[src/inhib_defines.svh]
/*
  Register offsets, field positions, reset values and timing counts for the
  inhibit input block. Assumes a 250 MHz system clock and an APB register bus.
*/
`ifndef INHIB_DEFINES_SVH
`define INHIB_DEFINES_SVH

`define INHIB_CLK_HZ          250000000
`define INHIB_STEP_MS         500
`define INHIB_STEP_CYC        ((`INHIB_CLK_HZ / 1000) * `INHIB_STEP_MS)
`define INHIB_DFLT_DB_NS      1000000
`define INHIB_DFLT_DB_CYC     ((`INHIB_DFLT_DB_NS / 4))
`define INHIB_DB_MAX          4'h a
`define INHIB_SPD_MAX         7'h 64

`define INHIB_OFF_CFG0        12'h 000
`define INHIB_OFF_CFG1        12'h 004
`define INHIB_OFF_CTRL        12'h 008
`define INHIB_OFF_STAT        12'h 00c

`define INHIB_F_DB_LSB        0
`define INHIB_F_MODE_LSB      4
`define INHIB_F_TGT_LSB       8
`define INHIB_F_SPD_LSB       16
`define INHIB_F_OPL_BIT       24

`define INHIB_C_DIRSW_BIT     0
`define INHIB_C_TILLER_BIT    1
`define INHIB_C_AUX2ALT_BIT   2
`define INHIB_C_THR_BIT       3

`define INHIB_CFG_RST         32'h 0000_0000
`define INHIB_CTRL_RST        4'h 0
`endif

[src/inhib_pkg.sv]
/*
  Types shared by the inhibit input block. Assumes the defines header for numbers.
*/
package inhib_pkg;
  typedef enum logic [1:0] {INHIB_MODE_OFF, INHIB_MODE_LOW, INHIB_MODE_OPEN,
                            INHIB_MODE_RSVD} inhib_mode_t;
  // Bit set of targets: forward, reverse, aux1, aux2, aux3.
  typedef enum logic [2:0] {INHIB_TGT_FWD, INHIB_TGT_REV, INHIB_TGT_AUX1,
                            INHIB_TGT_AUX2, INHIB_TGT_AUX3} inhib_tgt_bit_t;
endpackage : inhib_pkg

[src/inhib_logic.sv]
/*
  Inhibit input logic: two debounced switch channels acting on traction and
  auxiliary outputs, with direction and tiller switch options, behind APB.
  Assumes switch pins are asynchronous and that power-on asserts i_nrst.
*/
// What this block does
// RULE1: Input accepted after stable for programmed debounce.
// RULE2: Zero debounce uses built-in default filter.
// RULE3: Mode selects disabled, pulled low or floating.
// RULE4: Active inhibit acts on selected target.
// RULE5: Forward plus reverse inhibits all traction.
// RULE6: Traction inhibit caps speed at programmed limit.
// RULE7: Zero limit makes a true inhibit.
// RULE8: Nonzero limit only limits speed.
// RULE9: Operation setting ignored unless limit zero.
// RULE10: Latched inhibit held until reset after release.
// RULE11: Non-latched inhibit clears when condition removed.
// RULE12: Latched activation flashes six bars, logs trip.
// RULE13: Speed limit decelerates, indicator unchanged.
// RULE14: Zero limit traction inhibit prevents drive.
// RULE15: Input two targeting aux two switches it.
// RULE16: Direction option makes pin one forward switch.
// RULE17: Tiller option makes pin two drive enable.
// RULE18: Two independent channels, five settings each.
// RULE19: Aux two alarm or brake mode ignores target.
// RULE20: Debounce timer restarts on change; reset clears latch.
`timescale 1ns/1ps
`include "inhib_defines.svh"

module inhib_logic #(
  parameter int STEP_CYC = `INHIB_STEP_CYC,
  parameter int DFLT_CYC = `INHIB_DFLT_DB_CYC
) (
  input  wire logic        i_clock,
  input  wire logic        i_nrst,
  input  wire logic        i_psel,
  input  wire logic        i_penable,
  input  wire logic        i_pwrite,
  input  wire logic [11:0] i_paddr,
  input  wire logic [31:0] i_pwdata,
  output logic             o_pready,
  output logic [31:0]      o_prdata,
  output logic             o_pslverr,
  input  wire logic [1:0]  i_pin,
  input  wire logic        i_throttle_demand,
  output logic             o_fwd_allow,
  output logic             o_rev_allow,
  output logic [6:0]       o_speed_cap,
  output logic [2:0]       o_aux_inhibit,
  output logic             o_aux2_switch,
  output logic             o_trip_flash,
  output logic             o_trip_log
);
  initial begin
    if (STEP_CYC < 1 || DFLT_CYC < 1 || DFLT_CYC > STEP_CYC)
      $error("inhib_logic: bad timing parameters.");
  end

  function automatic logic [31:0] max_cyc(input logic [3:0] steps);
    max_cyc = (steps == 4'h0) ? 32'(DFLT_CYC) : 32'(STEP_CYC) * 32'(steps);
  endfunction : max_cyc

  logic [31:0] cfg_reg [2];
  logic [3:0]  ctrl_reg;
  logic [1:0]  sync1_reg;
  logic [1:0]  sync2_reg;
  logic [1:0]  stable_reg;
  logic [31:0] cnt_reg [2];
  logic [1:0]  latch_reg;
  logic [1:0]  active;
  logic [1:0]  hard;
  logic [1:0]  trip_rise;
  logic [1:0]  latched_next;
  logic        inh_fwd;
  logic        inh_rev;
  logic [6:0]  cap_next;
  logic [2:0]  aux_next;
  logic        fwd_next;
  logic        rev_next;
  logic        acc;

  assign acc = i_psel && i_penable;

  // APB slave: zero wait states; unmapped addresses answer with an error.
  always_ff @(posedge i_clock or negedge i_nrst) begin
    if (!i_nrst) begin
      cfg_reg[0] <= `INHIB_CFG_RST;
      cfg_reg[1] <= `INHIB_CFG_RST;
      ctrl_reg   <= `INHIB_CTRL_RST;
    end else if (acc && i_pwrite) begin
      case (i_paddr)
        `INHIB_OFF_CFG0: cfg_reg[0] <= i_pwdata; // [RULE18]
        `INHIB_OFF_CFG1: cfg_reg[1] <= i_pwdata; // [RULE18]
        `INHIB_OFF_CTRL: ctrl_reg <= i_pwdata[3:0];
        default: ;
      endcase
    end
  end

  always_ff @(posedge i_clock or negedge i_nrst) begin
    if (!i_nrst) begin
      o_pready  <= 1'b0;
      o_prdata  <= 32'h0;
      o_pslverr <= 1'b0;
    end else begin
      o_pready  <= i_psel && !i_penable;
      o_pslverr <= 1'b0;
      if (i_psel && !i_penable) begin
        o_prdata <= 32'h0;
        case (i_paddr)
          `INHIB_OFF_CFG0: o_prdata <= cfg_reg[0];
          `INHIB_OFF_CFG1: o_prdata <= cfg_reg[1];
          `INHIB_OFF_CTRL: o_prdata <= {28'h0, ctrl_reg};
          `INHIB_OFF_STAT: o_prdata <= {24'h0, 2'h0, latch_reg, active, stable_reg};
          default: o_pslverr <= 1'b1;
        endcase
      end
    end
  end

  always_ff @(posedge i_clock or negedge i_nrst) begin
    if (!i_nrst) begin
      sync1_reg <= 2'h3;
      sync2_reg <= 2'h3;
    end else begin
      sync1_reg <= i_pin;
      sync2_reg <= sync1_reg;
    end
  end

  // Debounce per channel; any bounce restarts the count. [RULE20]
  for (genvar c = 0; c < 2; c++) begin : g_db
    logic [3:0] steps;
    assign steps = (cfg_reg[c][`INHIB_F_DB_LSB +: 4] > `INHIB_DB_MAX) ?
                   `INHIB_DB_MAX : cfg_reg[c][`INHIB_F_DB_LSB +: 4];
    always_ff @(posedge i_clock or negedge i_nrst) begin
      if (!i_nrst) begin
        cnt_reg[c]    <= 32'h0;
        stable_reg[c] <= 1'b1;
      end else if (sync2_reg[c] == stable_reg[c]) begin
        cnt_reg[c] <= 32'h0; // [RULE20]
      end else if (cnt_reg[c] + 32'h1 >= max_cyc(steps)) begin
        cnt_reg[c]    <= 32'h0;
        stable_reg[c] <= sync2_reg[c]; // [RULE1] [RULE2]
      end else begin
        cnt_reg[c] <= cnt_reg[c] + 32'h1;
      end
    end

    logic [1:0] mode;
    logic       opt_sw;
    assign mode   = cfg_reg[c][`INHIB_F_MODE_LSB +: 2];
    assign opt_sw = (c == 0) ? ctrl_reg[`INHIB_C_DIRSW_BIT] : ctrl_reg[`INHIB_C_TILLER_BIT];
    always_comb begin
      case (inhib_pkg::inhib_mode_t'(mode))
        inhib_pkg::INHIB_MODE_LOW:  active[c] = !stable_reg[c] && !opt_sw; // [RULE3]
        inhib_pkg::INHIB_MODE_OPEN: active[c] = stable_reg[c] && !opt_sw; // [RULE3]
        default:                    active[c] = 1'b0;
      endcase
    end
    logic [4:0] tgt;
    assign tgt     = cfg_reg[c][`INHIB_F_TGT_LSB +: 5];
    assign hard[c] = active[c] && (tgt[0] || tgt[1]) &&
                     (cfg_reg[c][`INHIB_F_SPD_LSB +: 7] == 7'h0); // [RULE7] [RULE8]
    assign trip_rise[c] = hard[c] && cfg_reg[c][`INHIB_F_OPL_BIT]; // [RULE9]
    // Latch holds until i_nrst is asserted, whether or not the input is released. [RULE10]
    assign latched_next[c] = latch_reg[c] | trip_rise[c];
  end

  always_ff @(posedge i_clock or negedge i_nrst) begin
    if (!i_nrst) begin
      latch_reg <= 2'h0; // [RULE20]
    end else begin
      latch_reg <= latched_next; // [RULE10]
    end
  end

  always_comb begin
    logic [4:0] t;
    logic [6:0] s;
    t        = 5'h0;
    s        = 7'h0;
    inh_fwd  = 1'b0;
    inh_rev  = 1'b0;
    cap_next = `INHIB_SPD_MAX;
    aux_next = 3'h0;
    for (int c = 0; c < 2; c++) begin
      if (active[c] || latch_reg[c]) begin
        t = cfg_reg[c][`INHIB_F_TGT_LSB +: 5];
        s = (cfg_reg[c][`INHIB_F_SPD_LSB +: 7] > `INHIB_SPD_MAX) ?
            `INHIB_SPD_MAX : cfg_reg[c][`INHIB_F_SPD_LSB +: 7];
        if (s == 7'h0 && (t[0] || t[1])) begin
          inh_fwd = inh_fwd | t[0]; // [RULE4] [RULE5] [RULE11] [RULE14]
          inh_rev = inh_rev | t[1]; // [RULE4] [RULE5] [RULE14]
        end else if ((t[0] || t[1]) && s < cap_next && active[c]) begin
          cap_next = s; // [RULE6] [RULE13]
        end
        if (active[c]) begin
          aux_next[0] = aux_next[0] | t[2]; // [RULE4]
          aux_next[1] = aux_next[1] | (t[3] && !ctrl_reg[`INHIB_C_AUX2ALT_BIT]); // [RULE19]
          aux_next[2] = aux_next[2] | t[4]; // [RULE4]
        end
      end
    end
    // Switch options need the pin grounded together with throttle demand.
    fwd_next = !inh_fwd &&
               (!ctrl_reg[`INHIB_C_DIRSW_BIT] || (!stable_reg[0] && i_throttle_demand)) &&
               (!ctrl_reg[`INHIB_C_TILLER_BIT] || (!stable_reg[1] && i_throttle_demand)); // [RULE16] [RULE17]
    rev_next = !inh_rev &&
               (!ctrl_reg[`INHIB_C_TILLER_BIT] || (!stable_reg[1] && i_throttle_demand)); // [RULE17]
  end

  always_ff @(posedge i_clock or negedge i_nrst) begin
    if (!i_nrst) begin
      o_fwd_allow   <= 1'b0;
      o_rev_allow   <= 1'b0;
      o_speed_cap   <= 7'h0;
      o_aux_inhibit <= 3'h0;
      o_aux2_switch <= 1'b0;
      o_trip_flash  <= 1'b0;
      o_trip_log    <= 1'b0;
    end else begin
      o_fwd_allow   <= fwd_next;
      o_rev_allow   <= rev_next;
      o_speed_cap   <= cap_next; // [RULE13]
      o_aux_inhibit <= aux_next;
      // Aux two follows input two only when targeted and not in alarm mode.
      o_aux2_switch <= active[1] && cfg_reg[1][`INHIB_F_TGT_LSB + 3] &&
                       !ctrl_reg[`INHIB_C_AUX2ALT_BIT]; // [RULE15] [RULE19]
      o_trip_flash  <= |latch_reg; // [RULE12]
      o_trip_log    <= |(trip_rise & ~latch_reg); // [RULE12]
    end
  end
endmodule : inhib_logic

[config.mk]
export PLATFORM = sky130hd
export DESIGN_NAME = inhib_logic
export DESIGN_NICKNAME = d
export VERILOG_FILES = /design/src/inhib_pkg.sv /design/src/inhib_logic.sv
export VERILOG_INCLUDE_DIRS = /design/src /design/src/src
export SDC_FILE = /design/constraint.sdc
export NUM_CORES = 1
export LEC_CHECK = 0
export BUFFER_PORTS_ARGS = -buffer_cell sky130_fd_sc_hd__buf_4
export CORE_MARGIN = 2
export CORE_UTILIZATION = 35
export DETAILED_ROUTE_END_ITERATION = 16
export PLACE_DENSITY = 0.63
export SYNTH_ARGS = -nofsm -noshare
export SYNTH_HDL_FRONTEND = slang
export SYNTH_SLANG_ARGS = --single-unit
[constraint.sdc]
create_clock -name i_clock -period 4.57 [get_ports i_clock]
set_clock_uncertainty 0.05 [all_clocks]
set_input_delay 0.457 -clock i_clock [delete_from_list [all_inputs] [get_ports i_clock]]
set_output_delay 0.457 -clock i_clock [all_outputs]
set_load 0.05 [all_outputs]
======== Word-level counts from Yosys, hierarchy flattened ========
Index checks and enable logic that the tools add are counted.
storage, ports and cells
  flip-flop bits (word level) ............. 189
  bits in writable memories ............... 0
  bits of input ports ..................... 52
  word-level logic and storage cells ...... 142
  output and inout port bits .............. 49
  bits in latches ......................... 0
  memory bits (read-only) ................. 0
  memories kept ........................... 0
cells by class
  order comparisons ....................... 8
  divide/modulo/power cells ............... 0
  bitwise logic cells ..................... 11
  equal/unequal tests ..................... 9
  mux-type cells .......................... 33
  multipliers ............................. 2
  reductions and logical operators ........ 57
  shifts and indexed selects .............. 0
  $add $sub $neg .......................... 2
operator list
  kind                                                                    count
  32-bit 2-to-1 mux                                                       4
  32-bit one-hot mux with 4 select lines                                  1
  32-bit by 1-bit adder with 32-bit output, second input constant         2
  32-bit by 31-bit >= comparator with 1-bit output                        2
  31-bit 2-to-1 mux                                                       2
  7-bit 2-to-1 mux                                                        8
  21-bit by 4-bit multiplier with 25-bit output, first input constant     2
  1-bit logical AND                                                       28
  7-bit zero test                                                         4
  12-bit by 4-bit equality test with 1-bit output, second input constant  2
  7-bit > comparator, second input constant                               2
  12-bit by 3-bit equality test with 1-bit output, second input constant  1
  12-bit zero test                                                        1
  3-bit 2-to-1 mux                                                        4
  1-bit 2-to-1 mux                                                        10
  2-bit AND reduction                                                     5
  4-bit > comparator, second input constant                               2
  1-bit zero test                                                         8
  4-bit zero test                                                         2
  4-bit 2-to-1 mux                                                        2
  7-bit less-than comparator                                              1
  7-bit less-than comparator, second input constant                       1
  1-bit bitwise OR                                                        7
  1-bit logical OR                                                        6
  other kinds (9)                                                         15

======== Longest topological paths before layout ========
  depth after elaboration ................. 14
  mapped depth ............................ 24
  gate-level depth less buffers ........... 21

======== Least setup slack after synthesis ========
No wires, ideal clock.
  kind .................................... register to register
  from .................................... register cfg_reg[35] (netlist name)
  to ...................................... register stable_reg[0]
  clock period less this slack ............ 4.899 ns
  data required time ...................... 4.438 ns
  library setup time ...................... 0.082 ns
  stages on the path, launching flop included .. 21
  path slack .............................. -0.329 ns
  arrival time ............................ 4.767 ns
  cells stage by stage .................... dfrtp_1 -> clkbuf_1 -> a21o_1 -> ha_1 -> xor2_1 -> ha_1 -> ha_1 -> a21oi_1 -> a21boi_1 -> a2111oi_2 -> o21bai_1 -> xor2_1 -> nand2_1 -> ha_1 -> nand2_1 -> nor4_1 -> o2111ai_1 -> a41oi_1 -> o31ai_1 -> nand3b_1 -> mux2_2
between the ends
  longest elaborated chain between the ends .. 6
  elaborated cells between the ends (all ways) .. 7
RTL lines
  item                                                                              RTL line            RTL
  from (decl)                                                                       inhib_logic.sv:63   logic [31:0] cfg_reg [2];
  4-bit > comparator (no source line)                                               n/a
  4-bit 2-to-1 mux *                                                                inhib_logic.sv:134  assign steps = (cfg_reg[c][`INHIB_F_DB_LSB +: 4] > `INHIB_DB_MAX) ?
  21-bit by 4-bit multiplier with 25-bit output or 4-bit zero test (tied branches)  inhib_logic.sv:60   max_cyc = (steps == 4'h0) ? 32'(DFLT_CYC) : 32'(STEP_CYC) * 32'(steps);
  31-bit 2-to-1 mux *                                                               inhib_logic.sv:60
  32-bit by 31-bit >= comparator with 1-bit output *                                inhib_logic.sv:142  end else if (cnt_reg[c] + 32'h1 >= max_cyc(steps)) begin
  2-bit AND reduction (no source line) *                                            n/a
  to (signal, indexed assignment)                                                   inhib_logic.sv:144  stable_reg[c] <= sync2_reg[c];
  to (decl)                                                                         inhib_logic.sv:67   logic [1:0] stable_reg;
Mark *: on every way between the ends. The rest lies on a longest branch, timed or not.
A chain may end at the register's enable or synchronous reset.

======== Worst setup path in the final report ========
  from .................................... register cfg_reg[3] (netlist name)
  to ...................................... register cnt_reg[15] (netlist name)
between the ends
  longest elaborated chain between the ends .. 7
  elaborated cells between the ends (all ways) .. 8
RTL lines
  item                                                                              RTL line            RTL
  4-bit > comparator (no source line)                                               n/a
  4-bit 2-to-1 mux *                                                                inhib_logic.sv:134
  21-bit by 4-bit multiplier with 25-bit output or 4-bit zero test (tied branches)  inhib_logic.sv:60
  31-bit 2-to-1 mux *                                                               inhib_logic.sv:60
  32-bit by 31-bit >= comparator with 1-bit output *                                inhib_logic.sv:142
  32-bit 2-to-1 mux *                                                               inhib_logic.sv:142
  32-bit 2-to-1 mux *                                                               inhib_logic.sv:140  end else if (sync2_reg[c] == stable_reg[c]) begin
  to (signal, indexed assignment)                                                   inhib_logic.sv:146  cnt_reg[c] <= cnt_reg[c] + 32'h1;
  to (decl)                                                                         inhib_logic.sv:68   logic [31:0] cnt_reg [2];
Marks and branches as above.

==> load_flow_metrics.sql <==
INSERT INTO impl_metrics (metric_group, metric, value, unit) VALUES
('setup_path', 'critical_path_class', 'flop to flop', ''),
('timing', 'max_clock_freq', '0.207', 'GHz'),
('timing', 'slew_headroom', '0.352', ''),
('timing', 'final.hold.worst_slack', '0.0597', 'ns'),
('finish', 'area_growth', '32.2', '%'),
('synthesis', 'syn_inst', '1236', ''),
('setup_path', 'worst_setup_path_end_kind', 'flop', ''),
('clock_network', 'tritoncts', 'done', ''),
('timing', 'period_minus_slack', '4.84', 'ns'),
('synthesis', 'avgSynthCellArea', '10.1', 'um2'),
('synthesis', 'number_of_synthesized_flops_with_an_enable_pin', '0', ''),
('timing', 'grt_setup_unrepaired', 'true', ''),
('setup_path', 'timing.critical_path.arrival', '5.13', 'ns'),
('placed_design', 'dpl.cell_count', '1877', ''),
('placed_design', 'placement.io_buffers', '100', ''),
('timing', 'slew_viol_final', '0', ''),
('status', 'outcome', 'complete, but fails checks', ''),
('setup_path', 'critical_path.cell_chain', 'a21o_4 > ha_4 > ha_4 > ha_4 > a21o_1 > a21o_1 > a21o_1 > a221oi_4 > a31oi_4 > nor2_2 > o31ai_2 > ha_1 > nand3_2 > or2_4 > or4_4 > o211ai_1 > buf_4 > buf_12 > buf_16 > nor2b_1', ''),
('grt', 'grt_pass1_vias', '10100', ''),
('flow_run', 'max_cap_violation_count', '0', ''),
('synthesis', 'proportion_of_synthesized_flip_flops_having_asynchronous_set_or_reset', '1.00', ''),
('clock_network', 'path_clk_slew', '0.08', 'ns'),
('grt', 'grt_max_degree', '118', ''),
('timing', 'tightestPinTransition', '0.971', 'ns'),
('routing', 'antenna_violating_nets_left', '0', ''),
('die', 'die_height', '193', 'um'),
('grt', 'first_pass_grt_wire_length', '51.5', 'mm'),
('routing', 'drt_pre_antenna_iters', '5', ''),
('synthesis', 'syn-cell-area', '12400', 'um2'),
('clock_network', 'clk_root_buffer_cell', 'clkbuf_16', ''),
('setup_path', 'cp.required', '4.86', 'ns'),
('timing', 'share_of_the_clock_period_used_by_the_worst_path_after_layout', '1.06', ''),
('pwr', 'power-per-cell-area', '215', 'nW/um2'),
('pwr', 'overall_power', '3530', 'uW'),
('status', 'failed_checks', 'setup timing', ''),
('finish', 'final_util', '0.466', ''),
('finish', 'seq_area', '4740', 'um2'),
('die', 'rows', '69', ''),
('die', 'initial_utilization', '0.352', ''),
('die', 'die_area', '37100', 'um2'),
('finish', 'layout.nets', '1654', ''),
('pwr', 'power.leakage', '0.00799', 'uW'),
('routing', 'vias_per_cell', '5.18', ''),
('clock_network', 'clockBufferDepth', '2', ''),
('setup_path', 'path_max_fanout', '6', ''),
('die', 'core-area', '35300', 'um2'),
('routing', 'remaining_drc_errors', '0', ''),
('clock_network', 'cts_buffers', '17', ''),
('clock_network', 'cts.sink_count', '189', ''),
('clock_network', 'clk-insertion-delay-late', '0.45', 'ns'),
('routing', 'drt_iter0_markers', '480', ''),
('timing', 'timing_hold_violations_final', '0', ''),
('setup_path', 'crit_path_max_incr_delay', '0.52', 'ns'),
('die', 'io_pins', '101', ''),
('grt', 'globalRoute.totalOverflow', '0', ''),
('grt', 'grt_antenna_before_repair', '2', ''),
('placed_design', 'detailedPlacementHpwl', '23.2', 'mm'),
('synthesis', 'synth-seq-area-share', '0.381', ''),
('synthesis', 'ys.flop_type', 'dfrtp_1', ''),
('synthesis', 'yosysWarnings', '0', ''),
('pwr', 'worst_voltage_drop_across_the_vdd_grid', '0.236', 'mV'),
('synthesis', 'post_synth_num_cell_types', '75', ''),
('timing', 'timing.final.setup_violations', '64', ''),
('routing', 'detailroute.via_count', '10000', ''),
('finish', 'filler_cell_count', '3246', ''),
('timing', 'postLayoutSetupSlackWorst', '-0.272', 'ns'),
('finish', 'stdcell_count', '1938', ''),
('hold_path', 'min_path_type', 'input pin to asynchronous set/reset pin', ''),
('die', 'die_width', '193', 'um'),
('setup_path', 'timing.critical_path.from_type', 'flop', ''),
('routing', 'wl', '32.5', 'mm'),
('clock_network', 'cts_htree_levels', '4', ''),
('setup_path', 'crit_buf_inv', '3', ''),
('finish', 'final_layout_size_suffix_gt1_frac', '0.348', ''),
('setup_path', 'critical_path.slowest_cell', 'or4_4', ''),
('setup_path', 'critPathTopFamily', 'compound AO/OA/AOI/OAI gates', ''),
('placed_design', 'gpl.final_weighted_congestion', '0.880', ''),
('finish', 'multiInputGateArea', '8260', 'um2'),
('synthesis', 'postSynthRegisterBits', '189', ''),
('grt', 'groute.usage.overall', '0.175', ''),
('routing', 'wl_per_cell', '16.8', 'um');
-- kinds of logic (layout without fill, tap and decap cells) --
logic type	Yosys count	count (layout)	synth area share
and+or+nand+nor	402	402	0.173
AOI/OAI and AO/OA	236	236	0.128
DFF	189	189	0.381
adders and majority gates	140	140	0.144
xor gates and xnor gates	96	96	0.0676
buffers and inverters	90	322	0.0291
muxes	82	82	0.0767
other	1	10	0.000301
-- synthesized netlist by cell type, types with 4 or more instances --
master       n  share of area
a2111oi_0    4         0.0028
a211oi_1    12         0.0072
a21o_1      29          0.017
a21oi_1     32          0.013
a22o_1       5         0.0035
a22oi_1     28          0.017
a31oi_1     11         0.0055
and2_1       8         0.0040
and3_1      22          0.011
and4_1       8         0.0056
buf_2        4         0.0016
buf_4        5         0.0030
clkbuf_1    38          0.011
dfrtp_1    183           0.37
dfstp_2      6          0.013
fa_1         6         0.0097
ha_1       134           0.13
inv_1       42          0.013
mux2_2      67          0.061
mux2i_1     11         0.0088
mux4_2       4         0.0072
nand2_1    117          0.035
nand2b_1     9         0.0045
nand3_1     32          0.013
nand4_1     25          0.013
nor2_1      70          0.021
nor2b_1     53          0.027
nor3_1      15         0.0060
nor4_1       6         0.0030
o211ai_1    10         0.0060
o21a_1       9         0.0054
o21ai_0     54          0.022
o21bai_1     8         0.0048
o311ai_0     4         0.0028
o31ai_1      5         0.0030
or2_2        8         0.0040
or4_1        5         0.0030
xnor2_1     55          0.039
xor2_1      41          0.029
-- metal layers --
| metal | up-vias | GRT usage | part of all wire |
|---|---|---|---|
| met5 | - | 0 | 0 |
| met4 | 0 | 0.0452 | 0.015 |
| met3 | 25 | 0.0267 | 0.026 |
| met2 | 112 | 0.305 | 0.51 |
| met1 | 4983 | 0.226 | 0.45 |
| li1 | 4922 | - | - |
-- cells in the final DEF, fill, tap and decap left out, drive strengths merged, types with 11 or more instances in the layout --
cell type | synthesis | routed
inv | 42 | 47
xnor2 | 55 | 55
a211oi | 12 | 12
o211ai | 11 | 11
a21o | 29 | 29
a21oi | 32 | 32
nor2 | 70 | 70
nand4 | 26 | 26
mux2 | 67 | 67
clkbuf | 38 | 21
a22oi | 28 | 28
nand3 | 35 | 35
nand2 | 117 | 117
nor2b | 53 | 53
and3 | 22 | 22
dfrtp | 183 | 183
o21ai | 55 | 55
ha | 134 | 134
mux2i | 11 | 11
buf | 10 | 246
xor2 | 41 | 41
a31oi | 11 | 11
nor3 | 17 | 17
-- worst paths after layout --
check / to / cells after the start / startpoint / slack [ns]
worst max-delay path: cnt_reg[15] / 20 / cfg_reg[3] / -0.27
worst min-delay path: cfg_reg[25] / 1 / i_nrst / 0.06
worst max register to register: cnt_reg[15] / 20 / cfg_reg[3] / -0.27
max in group asynchronous: stable_reg[1] / 2 / i_nrst / 3.23
min in group i_clock: sync1_reg[1] / 1 / i_pin[1] / 0.07
worst min register to register: sync2_reg[0] / 0 / sync1_reg[0] / 0.31
-- power by group --
part           switching, uW  internal [uW]
clock network            725            848
registers               14.4           1680
logic                    141            117
-- what timing repair did --
item | in CTS | in global routing
setup buffers | 10 | 11
cloned | 6 | 1
pin swaps | 33 | 45
setup endpoints to repair | 64 | 64
resized for setup | 89 | 77
hold buffers | 0 | 0
-- metrics by stage --
| stage | area (um2) | setup TNS [ns] | setup WS, ns |
|---|---|---|---|
| finish | 16400 | -10.04 | -0.272 |
| global route | 16400 | -23.01 | -0.438 |
| CTS | 15900 | -5.09 | -0.125 |
| detailed placement | 14700 | -14.28 | -0.287 |
| global placement | 14700 | -12.67 | -0.256 |
| floorplan | 12600 | 0 | 0.00519 |
-- cell type report --
| class | count | share of cell area |
|---|---|---|
| multi-input cells | 964 | 0.502 |
| clock inverters | 13 | 0.0108 |
| repair buffers | 248 | 0.126 |
| inverters | 42 | 0.00989 |
| diodes | 2 | 0.000304 |
| flip-flops and latches | 189 | 0.288 |
| clock buffers | 19 | 0.0269 |
| well taps | 461 | 0.0351 |
Note: power is estimated with default switching activity, not from simulation.
